File: src/logic/rlb_pkg.sv
// Purpose: shared constants of the reset-exit and bootstrap controller
// Assumes: core clock of 200 MHz, reference clock period of 200 ns
// Notes: every count and address used by more than one file lives here
package rlb_pkg;

  ////////////////////////////////////////////////////////////////////////////
  // timing
  localparam int CLK_PERIOD_NS = 5;
  localparam int REF_PERIOD_NS = 200;
  localparam int RESET_DELAY_REF = 144;
  localparam int SCAN_REF = 144;
  // least times round up to whole core cycles
  localparam int DELAY_CYC_DEF =
    (RESET_DELAY_REF * REF_PERIOD_NS + CLK_PERIOD_NS - 1) / CLK_PERIOD_NS;
  localparam int SCAN_CYC_DEF =
    (SCAN_REF * REF_PERIOD_NS + CLK_PERIOD_NS - 1) / CLK_PERIOD_NS;
  localparam int REFRESH_SLOT_NS = 100;
  localparam int REFRESH_SLOT_CYC =
    (REFRESH_SLOT_NS + CLK_PERIOD_NS - 1) / CLK_PERIOD_NS;
  localparam int SETTLE_SHORT_NS = 50;
  localparam int SETTLE_LONG_NS = 200;
  localparam int SETTLE_SHORT_CYC =
    (SETTLE_SHORT_NS + CLK_PERIOD_NS - 1) / CLK_PERIOD_NS;
  localparam int SETTLE_LONG_CYC =
    (SETTLE_LONG_NS + CLK_PERIOD_NS - 1) / CLK_PERIOD_NS;
  localparam int TMR_W = 13;

  ////////////////////////////////////////////////////////////////////////////
  // sequence counts and link protocol
  localparam logic [7:0] CFG_READS = 8'h24;
  localparam logic [7:0] REFRESH_COUNT = 8'h08;
  localparam logic [7:0] CTRL_POKE = 8'h00;
  localparam logic [7:0] CTRL_PEEK = 8'h01;
  localparam int NUM_LINKS = 4;

  ////////////////////////////////////////////////////////////////////////////
  // addresses and configuration word layout
  localparam logic [31:0] ROM_BOOT_ADDR = 32'h7ffffffe;
  localparam logic [31:0] USER_MEMORY_BASE = 32'h80000070;
  localparam logic [31:0] CFG_ROM_ADDR = 32'h7fffff6c;
  localparam int CFG_FOUND_BIT = 0;
  localparam int CFG_REFRESH_BIT = 1;
  localparam int CFG_SLOW_BIT = 2;

  ////////////////////////////////////////////////////////////////////////////
  // core rate strap codes, rate in tenths of a megahertz
  localparam logic [2:0] RATE_C20 = 3'h0;
  localparam logic [2:0] RATE_C22 = 3'h1;
  localparam logic [2:0] RATE_C25 = 3'h2;
  localparam logic [2:0] RATE_C30 = 3'h3;
  localparam logic [2:0] RATE_C35 = 3'h4;
  localparam logic [2:0] RATE_C17 = 3'h6;
  localparam logic [9:0] MHZ_20 = 10'h0c8;
  localparam logic [9:0] MHZ_22 = 10'h0e1;
  localparam logic [9:0] MHZ_25 = 10'h0fa;
  localparam logic [9:0] MHZ_30 = 10'h12c;
  localparam logic [9:0] MHZ_35 = 10'h15e;
  localparam logic [9:0] MHZ_17 = 10'h0af;

  typedef enum {
    ST_RESET, ST_DELAY, ST_SCAN, ST_CFGRD, ST_SETTLE, ST_REFRESH,
    ST_DECIDE, ST_CTRL, ST_ADDR, ST_DATA, ST_POKE, ST_PEEK_RD,
    ST_PEEK_TX, ST_LOAD_RX, ST_LOAD_WR, ST_BOOT, ST_RUN
  } rlb_state_t;

endpackage : rlb_pkg

File: src/logic/rlb_rate_decode.sv
// Purpose: decode the three core rate strap pins
// Assumes: code is already synchronised
// Notes: invalid codes give a rate of zero and raise the invalid flag
`timescale 1ns/1ps
module rlb_rate_decode (
  input wire logic [2:0] code,
  output logic [9:0] mhz_x10,
  output logic invalid
);
  import rlb_pkg::*;

  ////////////////////////////////////////////////////////////////////////////
  // table lookup, highest pin is the top bit of the code
  function automatic logic [9:0] rate_of(input logic [2:0] c);
    unique case (c)
      RATE_C20: rate_of = MHZ_20;
      RATE_C22: rate_of = MHZ_22;
      RATE_C25: rate_of = MHZ_25;
      RATE_C30: rate_of = MHZ_30;
      RATE_C35: rate_of = MHZ_35;
      RATE_C17: rate_of = MHZ_17;
      default: rate_of = 10'h000;
    endcase
  endfunction : rate_of

  // 101 and 111 are the only codes with no rate
  assign mhz_x10 = rate_of(code);
  assign invalid = (rate_of(code) == 10'h000);

endmodule : rlb_rate_decode

File: src/logic/rlb_boot_ctrl.sv
// Purpose: reset-exit sequence, boot choice and link peek/poke loader
// Assumes: links and memory are byte/word handshakes on the core clock
// Notes: reset_pin, straps and boot select are pins and are synchronised
`timescale 1ns/1ps
module rlb_boot_ctrl #(
  parameter int DELAY_CYC = rlb_pkg::DELAY_CYC_DEF,
  parameter int SCAN_CYC = rlb_pkg::SCAN_CYC_DEF
) (
  input wire logic clock,
  input wire logic rstn,
  input wire logic reset_pin,
  input wire logic [2:0] core_rate_strap_pins,
  input wire logic rom_boot_select,
  input wire logic config_scan_pin_a,
  input wire logic config_scan_pin_b,
  input wire logic [29:0] config_scan_bus,
  input wire logic [rlb_pkg::NUM_LINKS-1:0] link_rx_valid,
  input wire logic [8*rlb_pkg::NUM_LINKS-1:0] link_rx_data,
  output logic [rlb_pkg::NUM_LINKS-1:0] link_rx_ready,
  output logic [rlb_pkg::NUM_LINKS-1:0] link_tx_valid,
  output logic [8*rlb_pkg::NUM_LINKS-1:0] link_tx_data,
  input wire logic [rlb_pkg::NUM_LINKS-1:0] link_tx_ready,
  output logic mem_req,
  output logic mem_we,
  output logic mem_cfg,
  output logic [31:0] mem_addr,
  output logic [3:0] mem_be,
  output logic [31:0] mem_wdata,
  input wire logic [31:0] mem_rdata,
  input wire logic mem_ack,
  output logic refresh_req,
  output logic [9:0] core_rate_mhz_x10,
  output logic core_rate_invalid,
  output logic seq_busy,
  output logic boot_start,
  output logic boot_from_rom,
  output logic boot_low_pri,
  output logic [1:0] boot_link,
  output logic [31:0] boot_iptr,
  output logic [31:0] boot_wptr
);
  import rlb_pkg::*;

  localparam int NL = NUM_LINKS;

  ////////////////////////////////////////////////////////////////////////////
  // pin synchronisers: only the second stage is read by logic
  logic [36:0] pin_s1_reg, pin_s2_reg;
  always_ff @(posedge clock or negedge rstn) begin
    if (!rstn) begin
      pin_s1_reg <= 37'h0000000001;
      pin_s2_reg <= 37'h0000000001;
    end else begin
      pin_s1_reg <= {config_scan_bus, config_scan_pin_b, config_scan_pin_a,
                     rom_boot_select, core_rate_strap_pins, reset_pin};
      pin_s2_reg <= pin_s1_reg;
    end
  end
  wire rst_s = pin_s2_reg[0];
  wire [2:0] strap_s = pin_s2_reg[3:1];
  wire rom_sel_s = pin_s2_reg[4];
  // scan pins a, b and the bus form one configuration word, a at bit 0
  wire [31:0] scan_pins = pin_s2_reg[36:5];

  ////////////////////////////////////////////////////////////////////////////
  // core rate decode, registered so the outputs come from flops
  wire [9:0] rate_w;
  wire rate_bad_w;
  rlb_rate_decode i_rlb_rate_decode (
    .code(strap_s),
    .mhz_x10(rate_w),
    .invalid(rate_bad_w)
  );
  always_ff @(posedge clock or negedge rstn) begin
    if (!rstn) begin
      core_rate_mhz_x10 <= 10'h000;
      core_rate_invalid <= 1'b0;
    end else begin
      core_rate_mhz_x10 <= rate_w;
      core_rate_invalid <= rate_bad_w;
    end
  end

  ////////////////////////////////////////////////////////////////////////////
  // state and working registers
  rlb_state_t state_reg, state_next;
  logic [TMR_W-1:0] tmr_reg, tmr_next;
  logic [7:0] cnt_reg, cnt_next;
  logic [7:0] len_reg, len_next;
  logic [31:0] word_reg, word_next;
  logic [31:0] addr_reg, addr_next;
  logic [31:0] cfg_reg, cfg_next;
  logic poke_reg, poke_next;
  logic [1:0] sel_reg, sel_next;
  logic rom_sampled_reg, rom_sampled_next;
  logic hold_valid_reg;
  logic [7:0] hold_data_reg;
  logic [1:0] hold_link_reg;

  // first link, lowest index wins, with a byte ready to be taken
  function automatic logic [1:0] first_link(input logic [NL-1:0] v);
    first_link = 2'h0;
    for (int i = NL - 1; i >= 0; i--) begin
      if (v[i]) first_link = 2'(i);
    end
  endfunction : first_link

  // states that own a memory request
  function automatic logic is_mem_state(input rlb_state_t s);
    is_mem_state = (s == ST_CFGRD) || (s == ST_POKE) ||
                   (s == ST_PEEK_RD) || (s == ST_LOAD_WR);
  endfunction : is_mem_state

  ////////////////////////////////////////////////////////////////////////////
  // link receive side: one holding byte for all links
  wire any_link = (state_reg inside {ST_RESET, ST_DELAY, ST_SCAN, ST_CFGRD,
                   ST_SETTLE, ST_REFRESH, ST_DECIDE, ST_CTRL});
  wire own_link = (state_reg inside {ST_ADDR, ST_DATA, ST_LOAD_RX});
  wire [NL-1:0] rx_take = link_rx_valid & link_rx_ready;
  wire take_now = |rx_take;
  wire [1:0] take_link = first_link(rx_take);
  wire need_byte = (state_reg inside {ST_CTRL, ST_ADDR, ST_DATA, ST_LOAD_RX});
  wire consume = need_byte && hold_valid_reg;
  wire [31:0] shifted = {hold_data_reg, word_reg[31:8]};
  wire [NL-1:0] sel_dec = NL'(1) << sel_reg;
  wire [NL-1:0] ready_next = (rst_s || hold_valid_reg || take_now) ?
    {NL{1'b0}} : (any_link ? {NL{1'b1}} : (own_link ? sel_dec : {NL{1'b0}}));

  // a taken byte waits here; ready stays low so later bytes stay at source
  always_ff @(posedge clock or negedge rstn) begin
    if (!rstn) begin
      hold_valid_reg <= 1'b0;
      hold_data_reg <= 8'h00;
      hold_link_reg <= 2'h0;
      link_rx_ready <= '0;
    end else begin
      link_rx_ready <= ready_next;
      if (rst_s) begin
        hold_valid_reg <= 1'b0;
      end else if (take_now) begin
        hold_valid_reg <= 1'b1;
        hold_data_reg <= link_rx_data[8*take_link +: 8];
        hold_link_reg <= take_link;
      end else if (consume) begin
        hold_valid_reg <= 1'b0;
      end
    end
  end

  ////////////////////////////////////////////////////////////////////////////
  // sequence timing decodes
  wire delay_done = (tmr_reg == TMR_W'(DELAY_CYC - 1));
  wire scan_done = (tmr_reg == TMR_W'(SCAN_CYC - 1));
  wire [TMR_W-1:0] settle_last = cfg_reg[CFG_SLOW_BIT] ?
    TMR_W'(SETTLE_LONG_CYC - 1) : TMR_W'(SETTLE_SHORT_CYC - 1);
  wire slot_done = (tmr_reg == TMR_W'(REFRESH_SLOT_CYC - 1));
  wire mem_done = mem_req && mem_ack;
  wire [NL-1:0] tx_fire = link_tx_valid & link_tx_ready;
  wire [31:0] load_ptr = USER_MEMORY_BASE + {24'h0, cnt_reg};
  wire [31:0] free_ptr = USER_MEMORY_BASE + {24'h0, len_reg} + 32'h3;

  ////////////////////////////////////////////////////////////////////////////
  // sequencer: reset pin high always returns to the reset state
  always_comb begin
    state_next = state_reg;
    tmr_next = tmr_reg + TMR_W'(1);
    cnt_next = cnt_reg;
    len_next = len_reg;
    word_next = word_reg;
    addr_next = addr_reg;
    cfg_next = cfg_reg;
    poke_next = poke_reg;
    sel_next = sel_reg;
    rom_sampled_next = rom_sampled_reg;
    unique case (state_reg)
      ST_RESET: begin
        tmr_next = '0;
        rom_sampled_next = 1'b0;
        cfg_next = 32'h0; // a new run never reuses an old scan result
        if (!rst_s) state_next = ST_DELAY;
      end
      ST_DELAY: if (delay_done) begin
        state_next = ST_SCAN;
        tmr_next = '0;
      end
      ST_SCAN: begin
        if (pin_s2_reg[5]) cfg_next = scan_pins | 32'h1;
        if (scan_done) begin
          state_next = ST_CFGRD;
          cnt_next = 8'h00;
        end
      end
      ST_CFGRD: if (mem_done) begin
        cnt_next = cnt_reg + 8'h01;
        if (!cfg_reg[CFG_FOUND_BIT]) cfg_next = mem_rdata & 32'hfffffffe;
        if (cnt_reg == CFG_READS - 8'h01) begin
          state_next = ST_SETTLE;
          tmr_next = '0;
        end
      end
      ST_SETTLE: if (tmr_reg == settle_last) begin
        state_next = ST_REFRESH;
        tmr_next = '0;
        cnt_next = 8'h00;
      end
      ST_REFRESH: if (slot_done) begin
        tmr_next = '0;
        cnt_next = cnt_reg + 8'h01;
        if (cnt_reg == REFRESH_COUNT - 8'h01) state_next = ST_DECIDE;
      end
      ST_DECIDE: begin
        rom_sampled_next = 1'b1;
        state_next = rom_sel_s ? ST_BOOT : ST_CTRL;
      end
      ST_CTRL: if (consume) begin
        sel_next = hold_link_reg;
        cnt_next = 8'h00;
        poke_next = (hold_data_reg == CTRL_POKE);
        len_next = hold_data_reg;
        if (hold_data_reg == CTRL_POKE || hold_data_reg == CTRL_PEEK) begin
          state_next = ST_ADDR;
        end else begin
          state_next = ST_LOAD_RX;
        end
      end
      ST_ADDR: if (consume) begin
        word_next = shifted;
        cnt_next = cnt_reg + 8'h01;
        if (cnt_reg == 8'h03) begin
          addr_next = shifted;
          cnt_next = 8'h00;
          state_next = poke_reg ? ST_DATA : ST_PEEK_RD;
        end
      end
      ST_DATA: if (consume) begin
        word_next = shifted;
        cnt_next = cnt_reg + 8'h01;
        if (cnt_reg == 8'h03) state_next = ST_POKE;
      end
      ST_POKE: if (mem_done) state_next = ST_CTRL;
      ST_PEEK_RD: if (mem_done) begin
        word_next = mem_rdata;
        cnt_next = 8'h00;
        state_next = ST_PEEK_TX;
      end
      ST_PEEK_TX: if (|tx_fire) begin
        word_next = {8'h00, word_reg[31:8]};
        cnt_next = cnt_reg + 8'h01;
        if (cnt_reg == 8'h03) state_next = ST_CTRL;
      end
      ST_LOAD_RX: if (consume) begin
        word_next = {24'h0, hold_data_reg};
        state_next = ST_LOAD_WR;
      end
      ST_LOAD_WR: if (mem_done) begin
        cnt_next = cnt_reg + 8'h01;
        state_next = (cnt_reg == len_reg - 8'h01) ? ST_BOOT : ST_LOAD_RX;
      end
      ST_BOOT: state_next = ST_RUN;
      ST_RUN: state_next = ST_RUN;
    endcase
    if (rst_s) state_next = ST_RESET;
  end

  always_ff @(posedge clock or negedge rstn) begin
    if (!rstn) begin
      state_reg <= ST_RESET;
      tmr_reg <= '0;
      cnt_reg <= 8'h00;
      len_reg <= 8'h00;
      word_reg <= 32'h0;
      addr_reg <= 32'h0;
      cfg_reg <= 32'h0;
      poke_reg <= 1'b0;
      sel_reg <= 2'h0;
      rom_sampled_reg <= 1'b0;
    end else begin
      state_reg <= state_next;
      tmr_reg <= tmr_next;
      cnt_reg <= cnt_next;
      len_reg <= len_next;
      word_reg <= word_next;
      addr_reg <= addr_next;
      cfg_reg <= cfg_next;
      poke_reg <= poke_next;
      sel_reg <= sel_next;
      rom_sampled_reg <= rom_sampled_next;
    end
  end

  ////////////////////////////////////////////////////////////////////////////
  // memory request: held until acknowledged, one idle cycle between
  wire mem_on = is_mem_state(state_next) && !mem_done;
  wire [3:0] byte_be = 4'h1 << load_ptr[1:0];
  wire [31:0] cfg_addr = CFG_ROM_ADDR + {22'h0, cnt_next, 2'h0};
  wire [31:0] addr_sel = (state_next == ST_CFGRD) ? cfg_addr :
                         (state_next == ST_LOAD_WR) ? load_ptr : addr_next;
  wire we_sel = (state_next == ST_POKE) || (state_next == ST_LOAD_WR);
  // bytes go to the lane of their address, so memory stays little-endian
  wire [3:0] be_sel = (state_next == ST_LOAD_WR) ? byte_be : 4'hf;
  wire [31:0] wd_sel = (state_next == ST_LOAD_WR) ?
                       {4{word_next[7:0]}} : word_next;
  always_ff @(posedge clock or negedge rstn) begin
    if (!rstn) begin
      mem_req <= 1'b0;
      mem_we <= 1'b0;
      mem_cfg <= 1'b0;
      mem_addr <= 32'h0;
      mem_be <= 4'h0;
      mem_wdata <= 32'h0;
    end else begin
      mem_req <= mem_on;
      mem_we <= mem_on && we_sel;
      mem_cfg <= mem_on && (state_next == ST_CFGRD);
      mem_addr <= addr_sel;
      mem_be <= be_sel;
      mem_wdata <= wd_sel;
    end
  end

  ////////////////////////////////////////////////////////////////////////////
  // refresh pulse at the start of each slot, only if the config allows it
  wire refresh_on = (state_next == ST_REFRESH) && (tmr_next == '0) &&
                    cfg_next[CFG_REFRESH_BIT];
  // link transmit: peek word goes out low byte first on the control link
  wire [NL-1:0] tx_v = (state_next == ST_PEEK_TX) && !rst_s ?
                       NL'(1) << sel_next : {NL{1'b0}};
  wire [8*NL-1:0] tx_d = {NL{word_next[7:0]}};
  genvar g;
  generate
    for (g = 0; g < NL; g++) begin : g_tx
      always_ff @(posedge clock or negedge rstn) begin
        if (!rstn) begin
          link_tx_valid[g] <= 1'b0;
          link_tx_data[8*g +: 8] <= 8'h00;
        end else begin
          link_tx_valid[g] <= tx_v[g];
          link_tx_data[8*g +: 8] <= tx_v[g] ? tx_d[8*g +: 8] : 8'h00;
        end
      end
    end
  endgenerate

  ////////////////////////////////////////////////////////////////////////////
  // boot hand-off to the processor core
  wire boot_now = (state_next == ST_BOOT);
  always_ff @(posedge clock or negedge rstn) begin
    if (!rstn) begin
      refresh_req <= 1'b0;
      seq_busy <= 1'b0;
      boot_start <= 1'b0;
      boot_from_rom <= 1'b0;
      boot_low_pri <= 1'b0;
      boot_link <= 2'h0;
      boot_iptr <= 32'h0;
      boot_wptr <= 32'h0;
    end else begin
      refresh_req <= refresh_on;
      seq_busy <= (state_next inside {ST_DELAY, ST_SCAN, ST_CFGRD,
                   ST_SETTLE, ST_REFRESH});
      boot_start <= boot_now;
      if (state_reg == ST_DECIDE) boot_from_rom <= rom_sel_s;
      if (boot_now) begin
        boot_low_pri <= 1'b1;
        boot_link <= sel_reg;
        boot_iptr <= boot_from_rom || (state_reg == ST_DECIDE && rom_sel_s)
                     ? ROM_BOOT_ADDR : USER_MEMORY_BASE;
        boot_wptr <= (state_reg == ST_DECIDE)
                     ? USER_MEMORY_BASE : {free_ptr[31:2], 2'h0};
      end
      if (rst_s) boot_low_pri <= 1'b0;
    end
  end
endmodule : rlb_boot_ctrl

File: config.mk
export PLATFORM = sky130hd
export DESIGN_NAME = rlb_boot_ctrl
export DESIGN_NICKNAME = d
export VERILOG_FILES = /design/src/logic/rlb_pkg.sv /design/src/logic/rlb_rate_decode.sv /design/src/logic/rlb_boot_ctrl.sv
export SDC_FILE = /design/constraint.sdc
export NUM_CORES = 1
export LEC_CHECK = 0
export BUFFER_PORTS_ARGS = -buffer_cell sky130_fd_sc_hd__buf_2
export CORE_UTILIZATION = 30
export DETAILED_ROUTE_END_ITERATION = 8
export GPL_TIMING_DRIVEN = 0
export HOLD_SLACK_MARGIN = 0.06
export PLACE_DENSITY = 0.51
export SYNTH_ARGS = -nofsm -noshare
export SYNTH_HDL_FRONTEND = slang
export SYNTH_SLANG_ARGS = --single-unit
File: constraint.sdc
create_clock -name clock -period 9.01 [get_ports clock]
set_input_delay 1.3515 -clock clock [delete_from_list [all_inputs] [get_ports clock]]
set_output_delay 1.3515 -clock clock [all_outputs]
set_load 0.02 [all_outputs]
; ---- Word level (Yosys, flattened, before mapping)
; Index checks and enable logic that the tools add are counted.
[totals]
reg_bits = 351
in_bits = 112
[op_classes]
add_sub_neg = 7
eq_ne = 45
shifts = 4
n_mux = 80
bitwise = 3
n_reduce_logical = 40
[op_table]
columns = cell, n
row1 = $mux 32, 31
row2 = $pmux 32 s16, 1
row3 = $eq 32x4->1 const B, 10
row4 = $eq 32x3->1 const B, 7
row5 = $eq 32x5->1 const B, 6
row6 = $eq 32x2->1 const B, 4
row7 = $pmux 32 s4, 1
row8 = $mux 8, 14
row9 = $pmux 8 s9, 1
row10 = $mux 13, 5
row11 = $pmux 13 s5, 1
row12 = $add 32x8->32 const A, 2
row13 = $eq 32x1->1 const B, 2
row14 = $pmux 9 s6, 1
row15 = $add 31x10->32 const A, 1
row16 = $add 32x2->32 const B, 1
row17 = $logic_not 32->1, 1
row18 = $shiftx 32x6->8, 1
row19 = $mux 4, 6
row20 = $mux 2, 8
row21 = $add 13x1->13 const B, 1
row22 = $eq 13x13->1 const B, 1
row23 = $eq 13x5->1 const B, 1
row24 = $eq 13x6->1, 1
row25 = 35 further kinds, 71

; ---- Logic depth before layout (Yosys ltp)
[depth]
depth_word = 12
depth_mapped = 20
ltp_nobuf = 17

; ---- Hierarchy
; Synthesis repeated with hierarchy kept, for this count alone.
[hier_totals]
cells_unflattened = 1338
area_unflattened_um2 = 13457.9
[modules_own_cells]
columns = module, n_inst, cells_each, area_each_um2, seq_area_each_um2
row1 = rlb_boot_ctrl, 1, 1316, 13315.3, 7234.4
row2 = rlb_rate_decode, 1, 22, 142.6, 0.0

; ---- Worst setup path after synthesis
; OpenSTA, ideal clock, no wires.
[synth_path]
path_type = input to register
from = input link_tx_ready[0] (netlist name)
to = register mem_addr[12]
setup_time_ns = 0.075
t_arrival_ns = 3.742
t_required_ns = 8.935
path_slack_ns = 5.193
cell_stages = 12
path_buffers = 1
path_cell_list = a22oi_1 -> a211oi_1 -> a31o_2 -> o311a_1 -> nor3_1 -> ha_1 -> inv_1 -> a31oi_1 -> a21oi_1 -> or4_1 -> buf_6 -> o21ai_2
[synth_via]
elab_chain_len = 8
word_cells_on_any_way = 12
[synth_rtl]
columns = element, line_no
row1 = from (decl), rlb_boot_ctrl.sv:22  ; input wire logic [rlb_pkg::NUM_LINKS-1:0] link_tx_ready,
row2 = $and 4x4->4 *, rlb_boot_ctrl.sv:158  ; wire [NL-1:0] tx_fire = link_tx_valid & link_tx_ready;
row3 = $reduce_or 4->1 *, rlb_boot_ctrl.sv:246  ; ST_PEEK_TX: if (|tx_fire) begin
row4 = "parallel branches: the longest is 5 deep, another holds $add 31x10->32", n/a
row5 = $mux 32 *, rlb_boot_ctrl.sv:296  ; wire [31:0] addr_sel = (state_next == ST_CFGRD) ? cfg_addr :
row6 = net addr_sel[12], rlb_boot_ctrl.sv:296
row7 = to (signal assigned), rlb_boot_ctrl.sv:315  ; mem_addr <= addr_sel;
row8 = to (decl), rlb_boot_ctrl.sv:26  ; output logic [31:0] mem_addr,
; Mark *: on every way through the listed nets, which the timed path passes.
; A chain may end at the register's enable or synchronous reset.

; ---- Worst setup path after layout
[layout_path]
from = register state_reg[13]
to = register mem_addr[16]
[layout_via]
word_cells_on_any_way = 52
[layout_lines]
columns = element, line_no
row1 = from (decl), rlb_boot_ctrl.sv:86  ; rlb_state_t state_reg, state_next;
row2 = from (signal assigned), rlb_boot_ctrl.sv:278  ; state_reg <= state_next;
row3 = $eq 32x3->1 (tied with other cells), "rlb_boot_ctrl.sv:122, rlb_boot_ctrl.sv:175"
row4 = $reduce_bool 4->1, rlb_boot_ctrl.sv:122  ; wire need_byte = (state_reg inside {ST_CTRL, ST_ADDR, ST_DATA, ST_LOAD_RX});
row5 = $logic_and 1x1->1, rlb_boot_ctrl.sv:123  ; wire consume = need_byte && hold_valid_reg;
row6 = $mux 8 (on tied branches), "rlb_boot_ctrl.sv:235, rlb_boot_ctrl.sv:215, rlb_boot_ctrl.sv:226"
row7 = $pmux 8 s9 *, rlb_boot_ctrl.sv:175  ; unique case (state_reg)
row8 = net cnt_next[0], rlb_boot_ctrl.sv:88  ; logic [7:0] cnt_reg, cnt_next;
row9 = $add 31x10->32 *, rlb_boot_ctrl.sv:295  ; wire [31:0] cfg_addr = CFG_ROM_ADDR + {22'h0, cnt_next, 2'h0};
row10 = $mux 32 *, rlb_boot_ctrl.sv:296
row11 = net addr_sel[16], rlb_boot_ctrl.sv:296
; Mark *: on every way through the listed nets, which the timed path passes. The rest lies on a longest branch.

==> impl_metrics.toml <==
[critical_path]
critPathMaxFanout = 10
setup.worst_path.start_class = "flip-flop"
crit_arrival_ns = 5.49
crit_type = "flip-flop to flip-flop"
crit_family = "simple AND/OR/NAND/NOR gates"
crit_buf_inv = 5
max_stage_delay_ns = 0.54
cp_cell_sequence = "nor4_1 > nand4_1 > nor2_1 > clkbuf_1 > clkbuf_1 > nand2_1 > ha_1 > nor2_1 > a32oi_1 > o221ai_1 > o21ai_0 > nand2_1 > inv_1 > ha_1 > inv_1 > a31oi_1 > a21oi_1 > or4_1 > buf_6 > o21ai_2"
worst_ep_required_time_ns = 9.49
worst_setup_path_end_kind = "flip-flop"
crit_slowest_cell = "clkbuf_1"

[clock_network]
cts_resized = 0
postCtsHoldBufs = 0
cts_buffers = 35
tritoncts = "yes"
postCtsSetupBuffers = 0
cts-root-buf = "clkbuf_16"
clk_latency_ns = 0.56
clk_pin_slew_ns = 0.06
cts_max_level = 2
numClockSinks = 288
clk_path_buf_depth = 3

[logic_synthesis]
async_reset_ff_share_pct = 100
netlist_area_um2 = 13600
yosys.area_share.simple_pct = 17.8
synth.avg_cell_area_um2 = 10.0
synth_top_family_by_area = "simple AND/OR/NAND/NOR gates"
synthAdderAreaFrac_pct = 1.19
synth-main-ff-cell = "dfrtp_1"
yosysSeqAreaShare_pct = 53.0
synth_edf_count = 0
synthMuxAreaShare_pct = 4.45
ys_types = 92
syn-instance-count = 1359
synth_seq_cells = 288
yosys_warnings = 0
synth_compound_area_share_pct = 13.8
yosys.area_share.xor_xnor_pct = 2.25

[layout]
layoutNonFillerInstCount = 2317
area_growth_pct = 25.4
layout.nets = 1824
final_layout_size_suffix_gt1_share_pct = 26.5
utilization_pct = 38.4

[routing]
postRouteAntennaNets = 0
num_vias = 11300
first_pass_iters = 5
avgRoutedWirePerCell_um = 20.0
drt-initial-drc-count = 832
via_per_inst = 4.88
finalWirelength_mm = 46.3
drc = 0

[placed_design]
place_ws_ns = 3.98
gp_congestion = 0.948
place_hpwl_mm = 35.0
io_buffers = 249
dp_cells = 2254

[worst_hold_path]
hp-class = "flip-flop to flip-flop"

[sta]
final_max_slew_viol_count = 0
fmax_ghz = 0.200
setup_tns_ns = 0
fin_ws_ns = 4.00
fin_crit_ns = 5.01
tightest_slew_ns = 1.34
clock_skew_ns = 0.0240
slew_headroom_pct = 11.0
grt_setup_unrepaired = "no"
fin_crit_sh_pct = 55.6
setup_violations = 0
hold_viol_final = 0

[die]
row_count = 77
initial_core_util_pct = 30.6
chipHeight_um = 215
num_io_pins = 305
fp.dieW_um = 215
core_area_um2 = 44500
die_area_um2 = 46200

[global_route]
overflow = 0
grt_pass1_vias = 11200
grt_max_degree = 111
grt_usage_pct = 19.9
grt_pass1_wl_mm = 69.7
antenna_found_initial = 2

[power]
power_density_nw_per_um2 = 170
peakVddDrop_mv = 0.0989
p_leak_nw = 8.88
totalPowerFinal_mw = 2.91

[status]
outcome = "complete, no violations"

[run]
cap_violations = 0
cells in the final DEF, fill, tap and decap left out, drive strengths merged, types with 20 or more instances in the layout:
| cell type | synthesis | final |
|---|---|---|
| mux2i | 38 | 38 |
| xnor2 | 20 | 20 |
| dfrtp | 286 | 286 |
| inv | 61 | 64 |
| nor2 | 141 | 141 |
| nand3 | 23 | 23 |
| clkbuf | 41 | 93 |
| nor4 | 20 | 20 |
| buf | 92 | 343 |
| conb | 1 | 53 |
| nor3 | 31 | 31 |
| a22oi | 37 | 37 |
| a21oi | 44 | 44 |
| nand2 | 177 | 177 |
| and2 | 20 | 20 |
| mux2 | 20 | 20 |
| o21ai | 74 | 74 |
where the power goes:
part	switching (mW)	internal, mW	leakage (nW)	total [mW]
combinational	0.0705	0.0367	4.46	0.107
clock	0.578	0.894	0.607	1.47
sequential	0.0211	1.31	3.81	1.33
final cells by class:
cell class | instances | area [µm²]
antenna | 1 | 2.50
fill | 4560 | 27400
multi-input combinational | 928 | 5570
sequential | 288 | 7210
clock buffer | 52 | 1080
inverter | 62 | 233
clock inverter | 10 | 134
buffer | 133 | 801
tap | 592 | 741
timing repair buffer | 251 | 1310
through the flow:
| step | area [µm²] | hold WS (ns) |
|---|---|---|
| floorplan | 13800 | 0.331 |
| global placement | 15800 | 0.332 |
| detailed placement | 15900 | 0.341 |
| CTS | 17100 | 0.331 |
| global route | 17100 | 0.338 |
| finish | 17100 | 0.333 |
cells in the mapped netlist (8+ instances only):
library cell	n	area, µm²
dfrtp_1	286	7160
nand2_1	176	661
nor2_1	140	526
buf_4	64	480
inv_1	60	225
o21ai_0	57	285
a21oi_1	44	220
clkbuf_1	40	150
mux2i_1	38	380
a22oi_1	37	278
nor3_1	31	155
nand3_1	23	115
mux2_2	20	225
xnor2_1	20	175
and2_1	19	119
buf_2	18	90.1
nor4_1	17	106
nand2b_1	15	93.8
xor2_1	15	131
ha_1	13	163
o21ai_2	12	105
or3_1	12	75.1
a31oi_1	11	68.8
and3_1	9	56.3
nand4_1	9	56.3
o22a_1	9	78.8
a221oi_1	8	70.1
cells by family after synthesis:
kind of cell | Yosys count
adder cells (fa/ha/maj) | 13
XOR/XNOR | 35
AND/OR/NAND/NOR | 505
buffers and inverters | 195
flip-flops | 288
AO/OA/AOI/OAI | 264
multiplexers | 58
other | 1
final timing paths:
check                              start            end  slack [ns]  depth (start not counted)
max                        state_reg[13]   mem_addr[16]        4.00                         20
min                        pin_s1_reg[7]  pin_s2_reg[7]        0.33                          0
max reg2reg                state_reg[13]   mem_addr[16]        4.00                         20
min reg2reg                pin_s1_reg[7]  pin_s2_reg[7]        0.33                          0
max in group asynchronous           rstn     cnt_reg[0]        7.26                          2
min in group asynchronous           rstn   state_reg[8]        0.75                          1
layer usage:
metal	up-vias	share of wire [%]	wire, µm	track usage (%)
met5	-	0.024	11	0
met2	390	46	21500	31.5
met4	2	2.4	1090	6.34
met1	5547	45	20900	27.6
li1	5300	-	-	-
met3	66	6.0	2770	3.58
worst reg2reg max path, stage by stage, from the launching register on:
cell,delay (ns)
dfrtp_1,0.36
nor4_1,0.41
nand4_1,0.29
nor2_1,0.38
clkbuf_1,0.42
clkbuf_1,0.54
nand2_1,0.11
ha_1,0.30
nor2_1,0.04
a32oi_1,0.18
o221ai_1,0.15
o21ai_0,0.26
nand2_1,0.12
inv_1,0.07
ha_1,0.17
inv_1,0.05
a31oi_1,0.22
a21oi_1,0.15
or4_1,0.46
buf_6,0.19
o21ai_2,0.08
Note: power is estimated with default switching activity, not from simulation.
